===== config.mk =====
export PLATFORM = sky130hd
export DESIGN_NAME = timer8_counter_compare_core
export DESIGN_NICKNAME = d
export VERILOG_FILES = /design/src/verilog/timer8_counter_compare_core.v
export VERILOG_INCLUDE_DIRS = /design/src /design/src/shared
export SDC_FILE = /design/constraint.sdc
export NUM_CORES = 1
export LEC_CHECK = 0
export BUFFER_PORTS_ARGS = -buffer_cell sky130_fd_sc_hd__buf_2
export CAP_MARGIN = 0
export CORE_UTILIZATION = 45
export DETAILED_ROUTE_END_ITERATION = 12
export GPL_TIMING_DRIVEN = 0
export PLACE_DENSITY = 0.75
export SKIP_LAST_GASP = 1
export SYNTH_ARGS = -nofsm -noshare
export SYNTH_HDL_FRONTEND = slang
export SYNTH_SLANG_ARGS = --single-unit

===== constraint.sdc =====
create_clock -name sys_clk -period 2.5 [get_ports sys_clk]
set_input_delay 0 -clock sys_clk [delete_from_list [all_inputs] [get_ports sys_clk]]
set_output_delay 0 -clock sys_clk [all_outputs]
set_load 0.02 [all_outputs]

===== src/shared/timer8_defs.vh =====
`ifndef TIMER8_DEFS_VH
`define TIMER8_DEFS_VH

// Word offsets of the register words on the bus, decoded from address bits 4:2.
`define OFS_CTRL_A 3'h0
`define OFS_CTRL_B 3'h1
`define OFS_COUNT 3'h2
`define OFS_CMP_A 3'h3
`define OFS_CMP_B 3'h4
`define OFS_FLAGS 3'h5
`define OFS_IRQ_EN 3'h6
`define OFS_PORT 3'h7

// Field positions in control_reg_a.
`define CA_COM_A_HI 7
`define CA_COM_A_LO 6
`define CA_COM_B_HI 5
`define CA_COM_B_LO 4
`define CA_WGM_HI 1
`define CA_WGM_LO 0

// Field positions in control_reg_b.
`define CB_FORCE_A 7
`define CB_FORCE_B 6
`define CB_WGM2 3
`define CB_CS_HI 2
`define CB_CS_LO 0

// Field positions in the flag and enable registers.
`define FL_OVF 0
`define FL_CMP_A 1
`define FL_CMP_B 2

// Field positions in the port register.
`define PT_DATA_A 0
`define PT_DATA_B 1
`define PT_DIR_A 4
`define PT_DIR_B 5

// Reset values.
`define RST_BYTE 8'h00
`define RST_WAIT 1'b1

// Counter extremes.
`define CNT_BOTTOM 8'h00
`define CNT_MAX 8'hFF

// Clock source select codes.
`define CS_STOP 3'h0
`define CS_DIV1 3'h1
`define CS_DIV8 3'h2
`define CS_DIV64 3'h3
`define CS_DIV256 3'h4
`define CS_DIV1024 3'h5
`define CS_EXT_FALL 3'h6
`define CS_EXT_RISE 3'h7

// Prescaler tap terminal counts.
`define PRE_WIDTH 10
`define PRE_TAP8 10'h007
`define PRE_TAP64 10'h03F
`define PRE_TAP256 10'h0FF
`define PRE_TAP1024 10'h3FF

// Waveform mode codes.
`define WGM_NORMAL 3'h0
`define WGM_PC_MAX 3'h1
`define WGM_CTC 3'h2
`define WGM_FAST_MAX 3'h3
`define WGM_PC_CMP 3'h5
`define WGM_FAST_CMP 3'h7

`endif


===== src/verilog/timer8_counter_compare_core.v =====
// Contract
// - Eight-bit counter counting up or down, with clear, top and bottom indications.
// - Each timer clock enable clears, increments or decrements the counter per mode.
// - Clock source select zero stops the timer clock; the counter holds.
// - Software may read and write the counter at any time.
// - A software counter write beats any clear or count in that cycle.
// - Mode comes from two bits in control A and one bit in control B.
// - Overflow flag is set per mode and can request an interrupt.
// - Comparator flags equality of counter with compare value A and B continuously.
// - A compare match sets its flag on the following timer clock.
// - An enabled, set compare flag raises a compare interrupt request.
// - Compare flag clears on interrupt service or when software writes one.
// - PWM modes double buffer compare values, loaded at top or bottom.
// - Compare accesses use the buffer when buffering, else the active register.
// - Force strobe in non-PWM modes updates output only, no flag, no clear.
// - A counter write blocks compare matches in the next timer clock.
// - Waveform output bits keep their values across waveform mode changes.
// - Output mode bits are unbuffered and apply from the next match.
// - Reset clears each waveform output bit to zero.
// - Nonzero output mode replaces port data; direction stays with port.
// - Output mode zero leaves the waveform output bit unchanged on match.
// - Bottom is 0x00, maximum 0xFF; top is maximum or compare A.
// - Select one runs at system rate; two to five pick taps 8..1024.
// - Selects seven and six count rising or falling external input edges.
//
// The implementer's own choices: the Avalon-MM interface to the registers and the placing of the registers.
`timescale 1ns/100ps
`include "timer8_defs.vh"

module timer8_counter_compare_core (
    input wire sys_clk,
    input wire rst_n,
    input wire clk_en,
    input wire [4:0] avs_address,
    input wire avs_read,
    input wire avs_write,
    input wire [31:0] avs_writedata,
    input wire [3:0] avs_byteenable,
    output reg [31:0] avs_readdata,
    output reg avs_waitrequest,
    input wire external_count_input,
    input wire ack_ovf,
    input wire ack_cmp_a,
    input wire ack_cmp_b,
    output reg irq_ovf,
    output reg irq_cmp_a,
    output reg irq_cmp_b,
    output reg waveform_output_a,
    output reg waveform_output_b,
    output reg pin_a_out,
    output reg pin_a_oe_n,
    output reg pin_b_out,
    output reg pin_b_oe_n
);

    reg [7:0] count_value_q;
    reg [7:0] count_value_d;
    reg dir_down_q;
    reg dir_down_d;
    reg [1:0] com_a_q;
    reg [1:0] com_b_q;
    reg [2:0] waveform_mode_q;
    reg [2:0] clock_source_select_q;
    reg [7:0] compare_value_a_q;
    reg [7:0] compare_value_b_q;
    reg [7:0] buf_a_q;
    reg [7:0] buf_b_q;
    reg overflow_flag_q;
    reg compare_flag_a_q;
    reg compare_flag_b_q;
    reg [2:0] irq_en_q;
    reg [1:0] port_data_q;
    reg [1:0] port_dir_q;
    reg [1:0] oc_q;
    reg block_q;
    reg [9:0] pre_q;
    reg ext_meta_q;
    reg ext_sync_q;
    reg ext_prev_q;
    reg timer_clock_enable;
    reg ovf_set;
    reg upd_ev;
    reg bot_ev;
    reg [31:0] rdata;

    wire bus_req = avs_read | avs_write;
    wire acc = bus_req & ~avs_waitrequest;
    wire wr_en = acc & avs_write & avs_byteenable[0];
    wire [2:0] word = avs_address[4:2];
    wire [7:0] wdata = avs_writedata[7:0];
    wire wr_ctrl_a = wr_en & (word == `OFS_CTRL_A);
    wire wr_ctrl_b = wr_en & (word == `OFS_CTRL_B);
    wire wr_count = wr_en & (word == `OFS_COUNT);
    wire wr_cmp_a = wr_en & (word == `OFS_CMP_A);
    wire wr_cmp_b = wr_en & (word == `OFS_CMP_B);
    wire wr_flags = wr_en & (word == `OFS_FLAGS);
    wire wr_irq_en = wr_en & (word == `OFS_IRQ_EN);
    wire wr_port = wr_en & (word == `OFS_PORT);

    wire pwm = waveform_mode_q[0];
    wire phase_mode = pwm & ~waveform_mode_q[1];
    wire fast_mode = pwm & waveform_mode_q[1];
    wire top_is_cmp = (waveform_mode_q == `WGM_CTC) | (waveform_mode_q == `WGM_PC_CMP) |
        (waveform_mode_q == `WGM_FAST_CMP);
    wire [7:0] top_value = top_is_cmp ? compare_value_a_q : `CNT_MAX;
    wire at_top = (count_value_q == top_value);
    wire at_bottom = (count_value_q == `CNT_BOTTOM);
    wire at_max = (count_value_q == `CNT_MAX);

    wire [1:0] match = {count_value_q == compare_value_b_q,
        count_value_q == compare_value_a_q};
    wire [1:0] match_ev = match & {2{timer_clock_enable & ~block_q}};
    wire [1:0] force_ev = {wr_ctrl_b & wdata[`CB_FORCE_B],
        wr_ctrl_b & wdata[`CB_FORCE_A]} & {2{~pwm}};
    wire [3:0] com_pk = {com_b_q, com_a_q};
    wire [1:0] toggle_ok = {1'b0, waveform_mode_q[2]};
    wire [1:0] oc_d;

    // Timer clock enable from the selected source; one system cycle wide.
    always @* begin
        case (clock_source_select_q)
            `CS_STOP: timer_clock_enable = 1'b0;
            `CS_DIV1: timer_clock_enable = 1'b1;
            `CS_DIV8: timer_clock_enable = ({7'h00, pre_q[2:0]} == `PRE_TAP8);
            `CS_DIV64: timer_clock_enable = ({4'h0, pre_q[5:0]} == `PRE_TAP64);
            `CS_DIV256: timer_clock_enable = ({2'h0, pre_q[7:0]} == `PRE_TAP256);
            `CS_DIV1024: timer_clock_enable = (pre_q == `PRE_TAP1024);
            `CS_EXT_FALL: timer_clock_enable = ext_prev_q & ~ext_sync_q;
            `CS_EXT_RISE: timer_clock_enable = ~ext_prev_q & ext_sync_q;
            default: timer_clock_enable = 1'b0;
        endcase
    end

    // Counter sequencing per waveform mode.
    always @* begin
        count_value_d = count_value_q;
        dir_down_d = dir_down_q;
        ovf_set = 1'b0;
        upd_ev = 1'b0;
        bot_ev = 1'b0;
        if (!phase_mode) begin
            dir_down_d = 1'b0;
        end
        if (timer_clock_enable) begin
            if (fast_mode) begin
                if (at_top) begin
                    count_value_d = `CNT_BOTTOM;
                    ovf_set = 1'b1;
                    upd_ev = 1'b1;
                    bot_ev = 1'b1;
                end else begin
                    count_value_d = count_value_q + 8'h01;
                end
            end else if (phase_mode) begin
                if (!dir_down_q) begin
                    if (at_top) begin
                        dir_down_d = 1'b1;
                        count_value_d = count_value_q - 8'h01;
                        upd_ev = 1'b1;
                    end else begin
                        count_value_d = count_value_q + 8'h01;
                    end
                end else begin
                    if (at_bottom) begin
                        dir_down_d = 1'b0;
                        count_value_d = count_value_q + 8'h01;
                        ovf_set = 1'b1;
                    end else begin
                        count_value_d = count_value_q - 8'h01;
                    end
                end
            end else if (waveform_mode_q == `WGM_CTC) begin
                count_value_d = at_top ? `CNT_BOTTOM : count_value_q + 8'h01;
                ovf_set = at_max;
            end else begin
                count_value_d = count_value_q + 8'h01;
                ovf_set = at_max;
            end
        end
        if (wr_count) begin
            count_value_d = wdata;
        end
    end

    // Per compare unit waveform output next value.
    genvar i;
    generate
        for (i = 0; i < 2; i = i + 1) begin : g_unit
            reg oc_n;
            always @* begin
                oc_n = oc_q[i];
                if (fast_mode) begin
                    if (bot_ev && com_pk[2*i+1]) begin
                        oc_n = ~com_pk[2*i];
                    end else if (match_ev[i]) begin
                        case (com_pk[2*i+:2])
                            2'h1: oc_n = toggle_ok[i] ? ~oc_q[i] : oc_q[i];
                            2'h2: oc_n = 1'b0;
                            2'h3: oc_n = 1'b1;
                            default: oc_n = oc_q[i];
                        endcase
                    end
                end else if (phase_mode) begin
                    if (match_ev[i]) begin
                        case (com_pk[2*i+:2])
                            2'h1: oc_n = toggle_ok[i] ? ~oc_q[i] : oc_q[i];
                            2'h2: oc_n = dir_down_q;
                            2'h3: oc_n = ~dir_down_q;
                            default: oc_n = oc_q[i];
                        endcase
                    end
                end else if (match_ev[i] || force_ev[i]) begin
                    case (com_pk[2*i+:2])
                        2'h1: oc_n = ~oc_q[i];
                        2'h2: oc_n = 1'b0;
                        2'h3: oc_n = 1'b1;
                        default: oc_n = oc_q[i];
                    endcase
                end
            end
            assign oc_d[i] = oc_n;
        end
    endgenerate

    // Register read multiplexer; unmapped words read as zero.
    always @* begin
        rdata = 32'h0000_0000;
        case (word)
            `OFS_CTRL_A: rdata[7:0] = {com_a_q, com_b_q, 2'h0, waveform_mode_q[1:0]};
            `OFS_CTRL_B: rdata[7:0] = {4'h0, waveform_mode_q[2], clock_source_select_q};
            `OFS_COUNT: rdata[7:0] = count_value_q;
            `OFS_CMP_A: rdata[7:0] = pwm ? buf_a_q : compare_value_a_q;
            `OFS_CMP_B: rdata[7:0] = pwm ? buf_b_q : compare_value_b_q;
            `OFS_FLAGS: rdata[7:0] = {5'h00, compare_flag_b_q, compare_flag_a_q,
                overflow_flag_q};
            `OFS_IRQ_EN: rdata[7:0] = {5'h00, irq_en_q};
            `OFS_PORT: rdata[7:0] = {2'h0, port_dir_q, 2'h0, port_data_q};
            default: rdata = 32'h0000_0000;
        endcase
    end

    always @(posedge sys_clk) begin
        if (!rst_n) begin
            avs_waitrequest <= `RST_WAIT;
            avs_readdata <= 32'h0000_0000;
            count_value_q <= `RST_BYTE;
            dir_down_q <= 1'b0;
            com_a_q <= 2'h0;
            com_b_q <= 2'h0;
            waveform_mode_q <= `WGM_NORMAL;
            clock_source_select_q <= `CS_STOP;
            compare_value_a_q <= `RST_BYTE;
            compare_value_b_q <= `RST_BYTE;
            buf_a_q <= `RST_BYTE;
            buf_b_q <= `RST_BYTE;
            overflow_flag_q <= 1'b0;
            compare_flag_a_q <= 1'b0;
            compare_flag_b_q <= 1'b0;
            irq_en_q <= 3'h0;
            port_data_q <= 2'h0;
            port_dir_q <= 2'h0;
            oc_q <= 2'h0;
            block_q <= 1'b0;
            pre_q <= 10'h000;
            ext_meta_q <= 1'b0;
            ext_sync_q <= 1'b0;
            ext_prev_q <= 1'b0;
            irq_ovf <= 1'b0;
            irq_cmp_a <= 1'b0;
            irq_cmp_b <= 1'b0;
            waveform_output_a <= 1'b0;
            waveform_output_b <= 1'b0;
            pin_a_out <= 1'b0;
            pin_a_oe_n <= 1'b1;
            pin_b_out <= 1'b0;
            pin_b_oe_n <= 1'b1;
        end else if (clk_en) begin
            // One wait cycle, then a single accept cycle per request.
            avs_waitrequest <= ~(bus_req & avs_waitrequest);
            if (bus_req && avs_waitrequest && avs_read) begin
                avs_readdata <= rdata;
            end
            pre_q <= pre_q + 10'h001;
            ext_meta_q <= external_count_input;
            ext_sync_q <= ext_meta_q;
            ext_prev_q <= ext_sync_q;
            count_value_q <= count_value_d;
            dir_down_q <= dir_down_d;
            if (wr_count) begin
                block_q <= 1'b1;
            end else if (timer_clock_enable) begin
                block_q <= 1'b0;
            end
            if (wr_ctrl_a) begin
                com_a_q <= wdata[`CA_COM_A_HI:`CA_COM_A_LO];
                com_b_q <= wdata[`CA_COM_B_HI:`CA_COM_B_LO];
                waveform_mode_q[1:0] <= wdata[`CA_WGM_HI:`CA_WGM_LO];
            end
            if (wr_ctrl_b) begin
                waveform_mode_q[2] <= wdata[`CB_WGM2];
                clock_source_select_q <= wdata[`CB_CS_HI:`CB_CS_LO];
            end
            if (wr_cmp_a) begin
                buf_a_q <= wdata;
            end
            if (wr_cmp_b) begin
                buf_b_q <= wdata;
            end
            if (wr_cmp_a && !pwm) begin
                compare_value_a_q <= wdata;
            end else if (pwm && upd_ev) begin
                compare_value_a_q <= buf_a_q;
            end
            if (wr_cmp_b && !pwm) begin
                compare_value_b_q <= wdata;
            end else if (pwm && upd_ev) begin
                compare_value_b_q <= buf_b_q;
            end
            // A new event outranks a clear in the same cycle.
            overflow_flag_q <= ovf_set | (overflow_flag_q &
                ~(ack_ovf | (wr_flags & wdata[`FL_OVF])));
            compare_flag_a_q <= match_ev[0] | (compare_flag_a_q &
                ~(ack_cmp_a | (wr_flags & wdata[`FL_CMP_A])));
            compare_flag_b_q <= match_ev[1] | (compare_flag_b_q &
                ~(ack_cmp_b | (wr_flags & wdata[`FL_CMP_B])));
            if (wr_irq_en) begin
                irq_en_q <= wdata[2:0];
            end
            if (wr_port) begin
                port_data_q <= {wdata[`PT_DATA_B], wdata[`PT_DATA_A]};
                port_dir_q <= {wdata[`PT_DIR_B], wdata[`PT_DIR_A]};
            end
            oc_q <= oc_d;
            irq_ovf <= overflow_flag_q & irq_en_q[`FL_OVF];
            irq_cmp_a <= compare_flag_a_q & irq_en_q[`FL_CMP_A];
            irq_cmp_b <= compare_flag_b_q & irq_en_q[`FL_CMP_B];
            waveform_output_a <= oc_q[0];
            waveform_output_b <= oc_q[1];
            pin_a_out <= (com_a_q != 2'h0) ? oc_q[0] : port_data_q[0];
            pin_b_out <= (com_b_q != 2'h0) ? oc_q[1] : port_data_q[1];
            pin_a_oe_n <= ~port_dir_q[0];
            pin_b_oe_n <= ~port_dir_q[1];
        end
    end

endmodule // timer8_counter_compare_core


# [After elaboration in Yosys (flattened, before gate mapping)]
# Index checks and enable logic that the tools add are counted.
[totals] ff_bits=95 input_bits=50 out_inout_bits=42 wordCells=226
[classes] add_sub_neg=3 eq_ne=37 n_mux=60 n_bitwise=56 n_reduce_logical=35
[ops] op="$mux 8" n=16
[ops] op="$pmux 8 s8" n=1
[ops] op="$mux 1" n=36
[ops] op="$eq 3x3->1 const B" n=11
[ops] op="$and 1x1->1" n=28
[ops] op="$eq 8x8->1" n=3
[ops] op="$reduce_and 2->1" n=10
[ops] op="$not 1->1" n=17
[ops] op="$eq 8x8->1 const B" n=2
[ops] op="$eq 3x2->1 const B" n=5
[ops] op="$ne 3x1->1 const B" n=4
[ops] op="$pmux 1 s3" n=4
[ops] op="$reduce_bool 4->1" n=3
[ops] op="$add 10x1->10 const B" n=1
[ops] op="$eq 10x10->1 const B" n=1
[ops] op="$reduce_bool 2->1" n=5
[ops] op="$or 1x1->1" n=9
[ops] op="$add 8x1->8 const B" n=1
[ops] op="$eq 2x2->1 const B" n=4
[ops] op="$logic_not 8->1" n=1
[ops] op="$ne 4x1->1 const B" n=2
[ops] op="$pmux 1 s8" n=1
[ops] op="$sub 8x1->8 const B" n=1
[ops] op="$logic_and 1x1->1" n=7
[ops] op="other kinds (11)" n=18

# [Depth between registers and ports, before layout]
# Gate-level depths: netlist of the first run.
[depth] depth_word=13 ltp_mapped=10 depth_no_buf=9

# [Worst setup path after synthesis of the first run]
# No wires, ideal clock.
[synth_path] path_kind="register to register" start="register pre_q[0]" end="register count_value_q[6]" setup_ns=0.116 arrival_time_ns=2.212 t_required_ns=2.384 slack_ns=0.172 path_stages_with_launch=9 n_path_buf=0 synth_period_minus_slack_ns=2.328 cell_sequence="dfxtp_1 ha_1 ha_1 nand2_1 nor3_1 o32a_1 o31ai_1 o21ai_0 a41o_1"
[synth_between] elab_chain_cells=4 word_cells_on_any_way=7 cone_classes="eq/ne (4); mux (1); reduce/logical (2)"
[synth_rtl] element="from (decl)" line="timer8_counter_compare_core.v:76" source="reg [9:0] pre_q;"
[synth_rtl] element="from (signal assigned)" line="timer8_counter_compare_core.v:283" source="pre_q <= pre_q + 10'h001;"
[synth_rtl] element="$eq 10x10->1 (no source line), or another cell as far along"
[synth_rtl] element="$pmux 1 s8 *" line="timer8_counter_compare_core.v:121" source="case (clock_source_select_q)"
[synth_rtl] element="$reduce_bool 2->1 (no source line) *"
[synth_rtl] element="$reduce_and 2->1 (no source line) *"
[synth_rtl] element="to (signal assigned)" line="timer8_counter_compare_core.v:246" source="count_value_q <= `RST_BYTE;"
[synth_rtl] element="to (signal assigned)" line="timer8_counter_compare_core.v:287" source="count_value_q <= count_value_d;"
[synth_rtl] element="to (decl)" line="timer8_counter_compare_core.v:56" source="reg [7:0] count_value_q;"
# Mark *: on every way between the ends. The rest lies on a longest branch, timed or not.
# A chain may end at the register's enable or synchronous reset.

# [Worst setup path in the final report of the first run]
[layout_path] start="register count_value_q[0]" end="register compare_value_a_q[1]"
[layout_between] elab_chain_cells=9
[layout_rtl] element="$eq 8x8->1 *" line="timer8_counter_compare_core.v:106" source="wire at_top = (count_value_q == top_value);"
[layout_rtl] element="$mux 1 *" line="timer8_counter_compare_core.v:146, timer8_counter_compare_core.v:156"
[layout_rtl] element="$mux 1" line="timer8_counter_compare_core.v:155" source="if (!dir_down_q) begin"
[layout_rtl] element="$mux 1" line="timer8_counter_compare_core.v:154" source="end else if (phase_mode) begin"
[layout_rtl] element="$mux 1 *" line="timer8_counter_compare_core.v:145" source="if (fast_mode) begin"
[layout_rtl] element="$mux 1 *" line="timer8_counter_compare_core.v:144" source="if (timer_clock_enable) begin"
[layout_rtl] element="$logic_and 1x1->1 *" line="timer8_counter_compare_core.v:311" source="end else if (pwm && upd_ev) begin"
[layout_rtl] element="$reduce_bool 2->1 (no source line) *"
[layout_rtl] element="$reduce_and 2->1 (no source line) *"
[layout_rtl] element="to (signal assigned)" line="timer8_counter_compare_core.v:252" source="compare_value_a_q <= `RST_BYTE;"
[layout_rtl] element="to (signal assigned)" line="timer8_counter_compare_core.v:310" source="compare_value_a_q <= wdata;"
[layout_rtl] element="to (signal assigned)" line="timer8_counter_compare_core.v:312" source="compare_value_a_q <= buf_a_q;"
[layout_rtl] element="to (decl)" line="timer8_counter_compare_core.v:64" source="reg [7:0] compare_value_a_q;"
# Marks and branches as above.

==> run summary, run 1 <==
io pins - 92
Crit path depth - 9
standard-cell rows - 40
Critical Path Slowest Stage Cell - o32ai_4
die height - 114 µm
Syn Area/Cell - 8.11 µm²
final hold vios - 0
WL final - 18.1 mm
Power Density - 486 nW/µm²
Total GRT Usage - 29.0%
Yosys reg bits - 95
antenna cells - 0
Synth area leader - dfxtp_1
HP Class - primary input to flip-flop
relative slew slack - 47.7%
Async S/R FF share, synth - 0%
Fillers - 1159
Synth Instances - 696
Root Buffer - clkbuf_16
Tcrit/Tclk final - 98.2%
CP Cell Sequence - buf_6 -> clkinvlp_4 -> a222oi_1 -> and3_4 -> o21ai_4 -> o32ai_4 -> buf_4 -> nor2_1 -> a211oi_1
synth cell count leaders - nor2_1 (101), dfxtp_1 (95), nand2_1 (66)
Die Span X - 114 µm
Worst Path Arrival - 2.72 ns
nets@finish - 840
Worst VDD drop - 316 µV
CTS H-tree depth - 3
IO buf count - 32
clk_lat worst skew - 0.37 ns
CTS sink cnt - 95
critical path class - flip-flop to flip-flop
clk slew on worst S/H paths - 0.07 ns
Multi-input gate area - 3430 µm²
ANT nets after route - 0
antenna violations before repair - 0
Placed Cells - 919
DR WL/cell - 19.0 µm
Die Area - 13000 µm²
Syn Std Cell Area - 5640 µm²
worst path required time - 2.77 ns
Crit path largest cell delay - 0.43 ns
Worst Setup SP - count_value_q[0]
CTS buffer count - 9
Layout area overhead - 17.6%
share of the synthesized area in the top cell type - 33.7%
top_reg_cell synth - dfxtp_1
Critical Path Fanout Max - 7
Buf/Inv on CP - 3
most common cell in the synthesized netlist - nor2_1
final setup vio count - 0
Final Skew - 0.00796 ns
CTS tree - yes
sequential share of the synthesized area - 33.7%
first-pass GRT wire length - 28.1 mm
total gr overflow - 0
R2R cell count - 9
HPWL Detailed - 13.0 mm
initial core utilization - 46.6%
crit path capture type - flip-flop
pre-CTS setup slack - -0.277 ns
Final Max Tran Viols - 0
FMAX - 407 MHz
final non-filler cell total - 955
Netlist cell types - 76
final worst slack - 0.0444 ns
internal reg-to-reg setup slack - 0.04 ns
total number of vias - 5564
Syn. warnings - 0
vias per cell - 5.83
layout cell share with drive strength beyond 1 - 17.5%
Post-synth EDFFs - 0
P_leak - 2.56 nW
crit path time final - 2.46 ns
DRT Pass-1 Iters - 6
FF-to-FF Start - count_value_q[0]
DRC violations left - 0
gpl congestion - 0.980
initial DRC count - 634
largest delay contributor family on the critical path - compound AO/OA/AOI/OAI gates
status - finished clean
register area - 1900 µm²
Std-Cell Core Area - 12100 µm²
CP Launch Type - flip-flop
Critical Path Sink - compare_value_a_q[1]
vias in the first global route - 5027
Worst Tran Pin Value - 0.778 ns
largest net degree at the start of global routing - 20
reg-to-reg endpoint - compare_value_a_q[1]
synth top area cells - dfxtp_1 (34%), mux2i_1 (9.2%), nor2_1 (6.7%)
max-cap violation count - 0
Clock Path Buffers - 2
area by class of cell:
cell class                 instances  share of cell area, %
sequential                        95                   28.7
tap                              168                   3.17
timing repair buffer              52                   5.01
multi-input combinational        537                   51.7
buffer                            70                   5.94
clock inverter                     7                   1.06
inverter                          17                   1.02
clock buffer                       9                   3.39
per-stage QoR:
step | setup TNS (ns) | power [mW] | cell area (µm²) | util [%] | hold slack, ns
6_report | 0 | 3.23 | 6640 | 54.8 | 0.0202
5_1_grt | -0.0514 | 3.33 | 6640 | 54.8 | 0.0292
4_1_cts | 0 | 3.24 | 6500 | 53.7 | 0.00381
3_5_place_dp | -1.58 | 1.86 | 6100 | 50.4 | 0.262
3_3_place_gp | -1.59 | 1.86 | 6100 | 50.4 | 0.244
2_1_floorplan | 0 | 1.76 | 5730 | - | 0.136
worst register-to-register path, delay by kind of cell (launching register included):
kind	cells	cell delay (ns)
compound gates	4	1.18
buf+inv	3	0.50
flops	1	0.37
simple gates	2	0.32
sequential cells by signal, summed over array words and instances, names as in the netlist, 3 cells and up:
register,flops
compare_value_a_q,8
clock_source_select_q,3
buf_b_q,8
buf_a_q,8
irq_en_q,3
pre_q,10
waveform_mode_q,3
compare_value_b_q,8
count_value_q,8
avs_readdata,8
worst min path at each step:
stage	start	endpoint	slack, ns	depth (start not counted)
after CTS	avs_writedata[5]	buf_b_q[5]	0.004	3
after floorplan	avs_writedata[3]	buf_b_q[3]	0.14	2
final	avs_writedata[5]	buf_b_q[5]	0.02	3
after global placement	external_count_input	ext_meta_q	0.24	3
after detailed placement	external_count_input	ext_meta_q	0.26	3
after global routing	avs_writedata[5]	buf_b_q[5]	0.03	3
power by group:
part           total [mW]  internal, mW  switching [mW]
registers            1.54          1.53          0.0136
logic               0.305        0.0977           0.207
clock network        1.38         0.702           0.680
placed cells by master, fill, tap and decap left out, drive strengths merged, types with 3 or more instances in the layout:
| cell | synthesis | final |
|---|---|---|
| o211ai | 6 | 6 |
| dlygate4sd3 | 0 | 10 |
| o221ai | 7 | 7 |
| dfxtp | 95 | 95 |
| and3 | 7 | 7 |
| o21ai | 30 | 30 |
| xor2 | 6 | 6 |
| o2111a | 4 | 4 |
| clkbuf | 30 | 40 |
| o31ai | 4 | 4 |
| nand2 | 68 | 68 |
| a21oi | 46 | 46 |
| nor2b | 10 | 10 |
| nor3 | 13 | 13 |
| mux2i | 52 | 52 |
| nand3 | 21 | 21 |
| a211oi | 12 | 12 |
| conb | 1 | 24 |
| inv | 17 | 20 |
| xnor2 | 21 | 21 |
| nand4 | 10 | 10 |
| o22ai | 6 | 6 |
| a221oi | 10 | 10 |
| o221a | 3 | 3 |
| ha | 8 | 8 |
| a311oi | 11 | 11 |
| or3 | 6 | 6 |
| nand2b | 7 | 7 |
| buf | 40 | 81 |
| o32ai | 3 | 3 |
| a31oi | 4 | 4 |
| nor2 | 102 | 102 |
| mux2 | 3 | 3 |
layer usage:
metal  vias up  GRT usage, %  routed length, µm
met4         0          16.8                826
met1      2583          38.8               7690
li1       2626             -                  -
met5         -             0                  0
met2       304          43.7               7990
met3        51          5.37               1600
cell families after synthesis:
logic type               after synthesis  share of synthesized area, %
XOR/XNOR                              27                          4.19
other                                  1                        0.0664
flip-flops                            95                          33.7
multiplexers                          55                          9.82
AND/OR/NAND/NOR                      259                          21.4
buffers and inverters                 87                          8.00
adder cells (fa/ha/maj)                8                          1.77
AO/OA/AOI/OAI                        164                          21.0
timing repair:
item | in CTS | in global routing
setup buffers | 0 | 9
endpoints found under the hold margin | 13 | 0
gates cloned | 0 | 1
hold buffers | 10 | 0
resized for setup | 3 | 18
endpoints found under the setup margin | 14 | 25
pin swaps | 1 | 3
Power figures use the tool's default switching activity.
==> run 2: changes to the inputs <==
Settings changed: PLACE_DENSITY 0.75 to 0.73, SETUP_SLACK_MARGIN set to 0.5, SKIP_CTS_REPAIR_TIMING set to 1.
Clock period 2.5 ns to 2.9 ns, I/O delays scaled along.
==> run summary, run 2 (synthesis gave the netlist of run 1 again) <==
CTS tree - yes
CTS buffer count - 9
clk slew on worst S/H paths - 0.07 ns
internal reg-to-reg setup slack - 0.45 ns
worst hold margin - -0.0319 ns
Power Density - 445 nW/µm²
total power - 2.99 mW
DRT Pass-1 Iters - 5
Std-Cell Core Area - 12100 µm²
DR WL/cell - 20.1 µm
CTS H-tree depth - 3
ANT nets after route - 0
antenna cells - 0
final setup vio count - 0
total number of vias - 5620
Worst VDD drop - 294 µV
CTS sink cnt - 95
Final Skew - 0.00924 ns
setup TNS - 0 ns
die height - 114 µm
DRC violations left - 0
nets@finish - 837
Worst Path Arrival - 2.67 ns
io pins - 92
crit-path most repeated cell - buf_6
Final Max Tran Viols - 0
RSZ-0062 raised after global routing - true
max reg flops - 10
R2R cell count - 9
crit path time final - 2.45 ns
Crit path largest cell delay - 0.47 ns
Worst Tran Pin Value - 0.781 ns
total gr overflow - 0
largest net degree at the start of global routing - 17
max-cap violation count - 0
gpl congestion - 0.984
first-pass GRT wire length - 28.7 mm
vias per cell - 5.90
Total GRT Usage - 29.4%
relative slew slack - 47.6%
P_leak - 2.59 nW
standard-cell rows - 40
WL final - 19.1 mm
Critical Path Fanout Max - 7
critical path class - flip-flop to flip-flop
CP Launch Type - flip-flop
IO buf count - 32
most flop-heavy register - pre_q
Crit path depth - 9
wire length on met1 - 8.17 mm
metal3 WL - 1.57 mm
final hold vios - 3
worst path required time - 3.11 ns
initial DRC count - 680
Die Area - 13000 µm²
antenna violations before repair - 0
failing checks - negative hold slack
initial core utilization - 46.6%
metal2 WL - 8.67 mm
Critical Path Slowest Stage Cell - a222oi_1
hold depth - 4
clk_lat worst skew - 0.37 ns
Tcrit/Tclk final - 84.6%
Layout area overhead - 18.9%
Die Span X - 114 µm
FMAX - 407 MHz
CP Cell Sequence - buf_6 -> clkinvlp_4 -> a222oi_1 -> and3_4 -> o21ai_4 -> o32ai_4 -> buf_6 -> buf_4 -> a211oi_2
Clock Path Buffers - 2
Buf/Inv on CP - 4
layout cell share with drive strength beyond 1 - 19.0%
DR top layer - met4
most frequent cells in the layout - nor2_1 (96), dfxtp_1 (92), nand2_1 (66), mux2i_1 (52), a21oi_1 (44)
status - finished with violations
crit path capture type - flip-flop
vias in the first global route - 5168
HP Class - primary input to flip-flop
most common cell after layout, fill and taps aside - nor2_1
HPWL Detailed - 13.5 mm
Root Buffer - clkbuf_16
largest delay contributor family on the critical path - compound AO/OA/AOI/OAI gates
run 2: cell count changes in the layout (fill, tap and decap cells not counted), moves of 2 or more:
cell           before  now
bufinv_16           0    3
inv_6               3    1
buf_2              43   40
dlygate4sd3_1      10    4
buf_4              33   36
clkbuf_4            1    4
run 2: power by group:
part / internal [mW] / switching, mW
clock: 0.846 / 0.553
combinational: 0.0789 / 0.181
sequential: 1.32 / 0.0114
total: 2.24 / 0.746
run 2: worst paths after layout:
check | endpoint | start
setup reg to reg | compare_value_a_q[5] | count_value_q[0]
hold reg to reg | avs_readdata[1] | avs_readdata[1]
hold / removal | avs_waitrequest | avs_write
setup / recovery | compare_value_a_q[5] | count_value_q[0]
run 2: through the flow:
step | setup WS [ns] | util (%) | std cells | area (µm²)
finish | 0.445 | 55.4 | 952 | 6710
global route | 0.426 | 55.4 | 952 | 6710
CTS | 0.151 | 53.2 | 935 | 6450
detailed placement | 0.166 | 50.4 | 919 | 6100
global placement | 0.234 | 50.4 | 919 | 6100
floorplan | 0.572 | - | 719 | 5730
run 2: worst register-to-register path, stage by stage (launching register included):
cell,delay [ns]
dfxtp_2,0.34
buf_6,0.14
clkinvlp_4,0.12
a222oi_1,0.47
and3_4,0.30
o21ai_4,0.11
o32ai_4,0.46
buf_6,0.19
buf_4,0.13
a211oi_2,0.06
run 2: routing by layer:
layer	track usage, %	up-vias
met5	0	-
met4	16.5	0
met3	4.78	49
met2	46.2	290
met1	38.3	2668
li1	-	2613
run 2: final cells by class:
type                            count  area [µm²]
Buffer                             70         408
Clock buffer                        9         225
Clock inverter                      7         120
Fill cell                        1135        5400
Inverter                           17        67.6
Multi-Input combinational cell    537        3480
Sequential cell                    95        1910
Tap cell                          168         210
Timing Repair Buffer               49         295
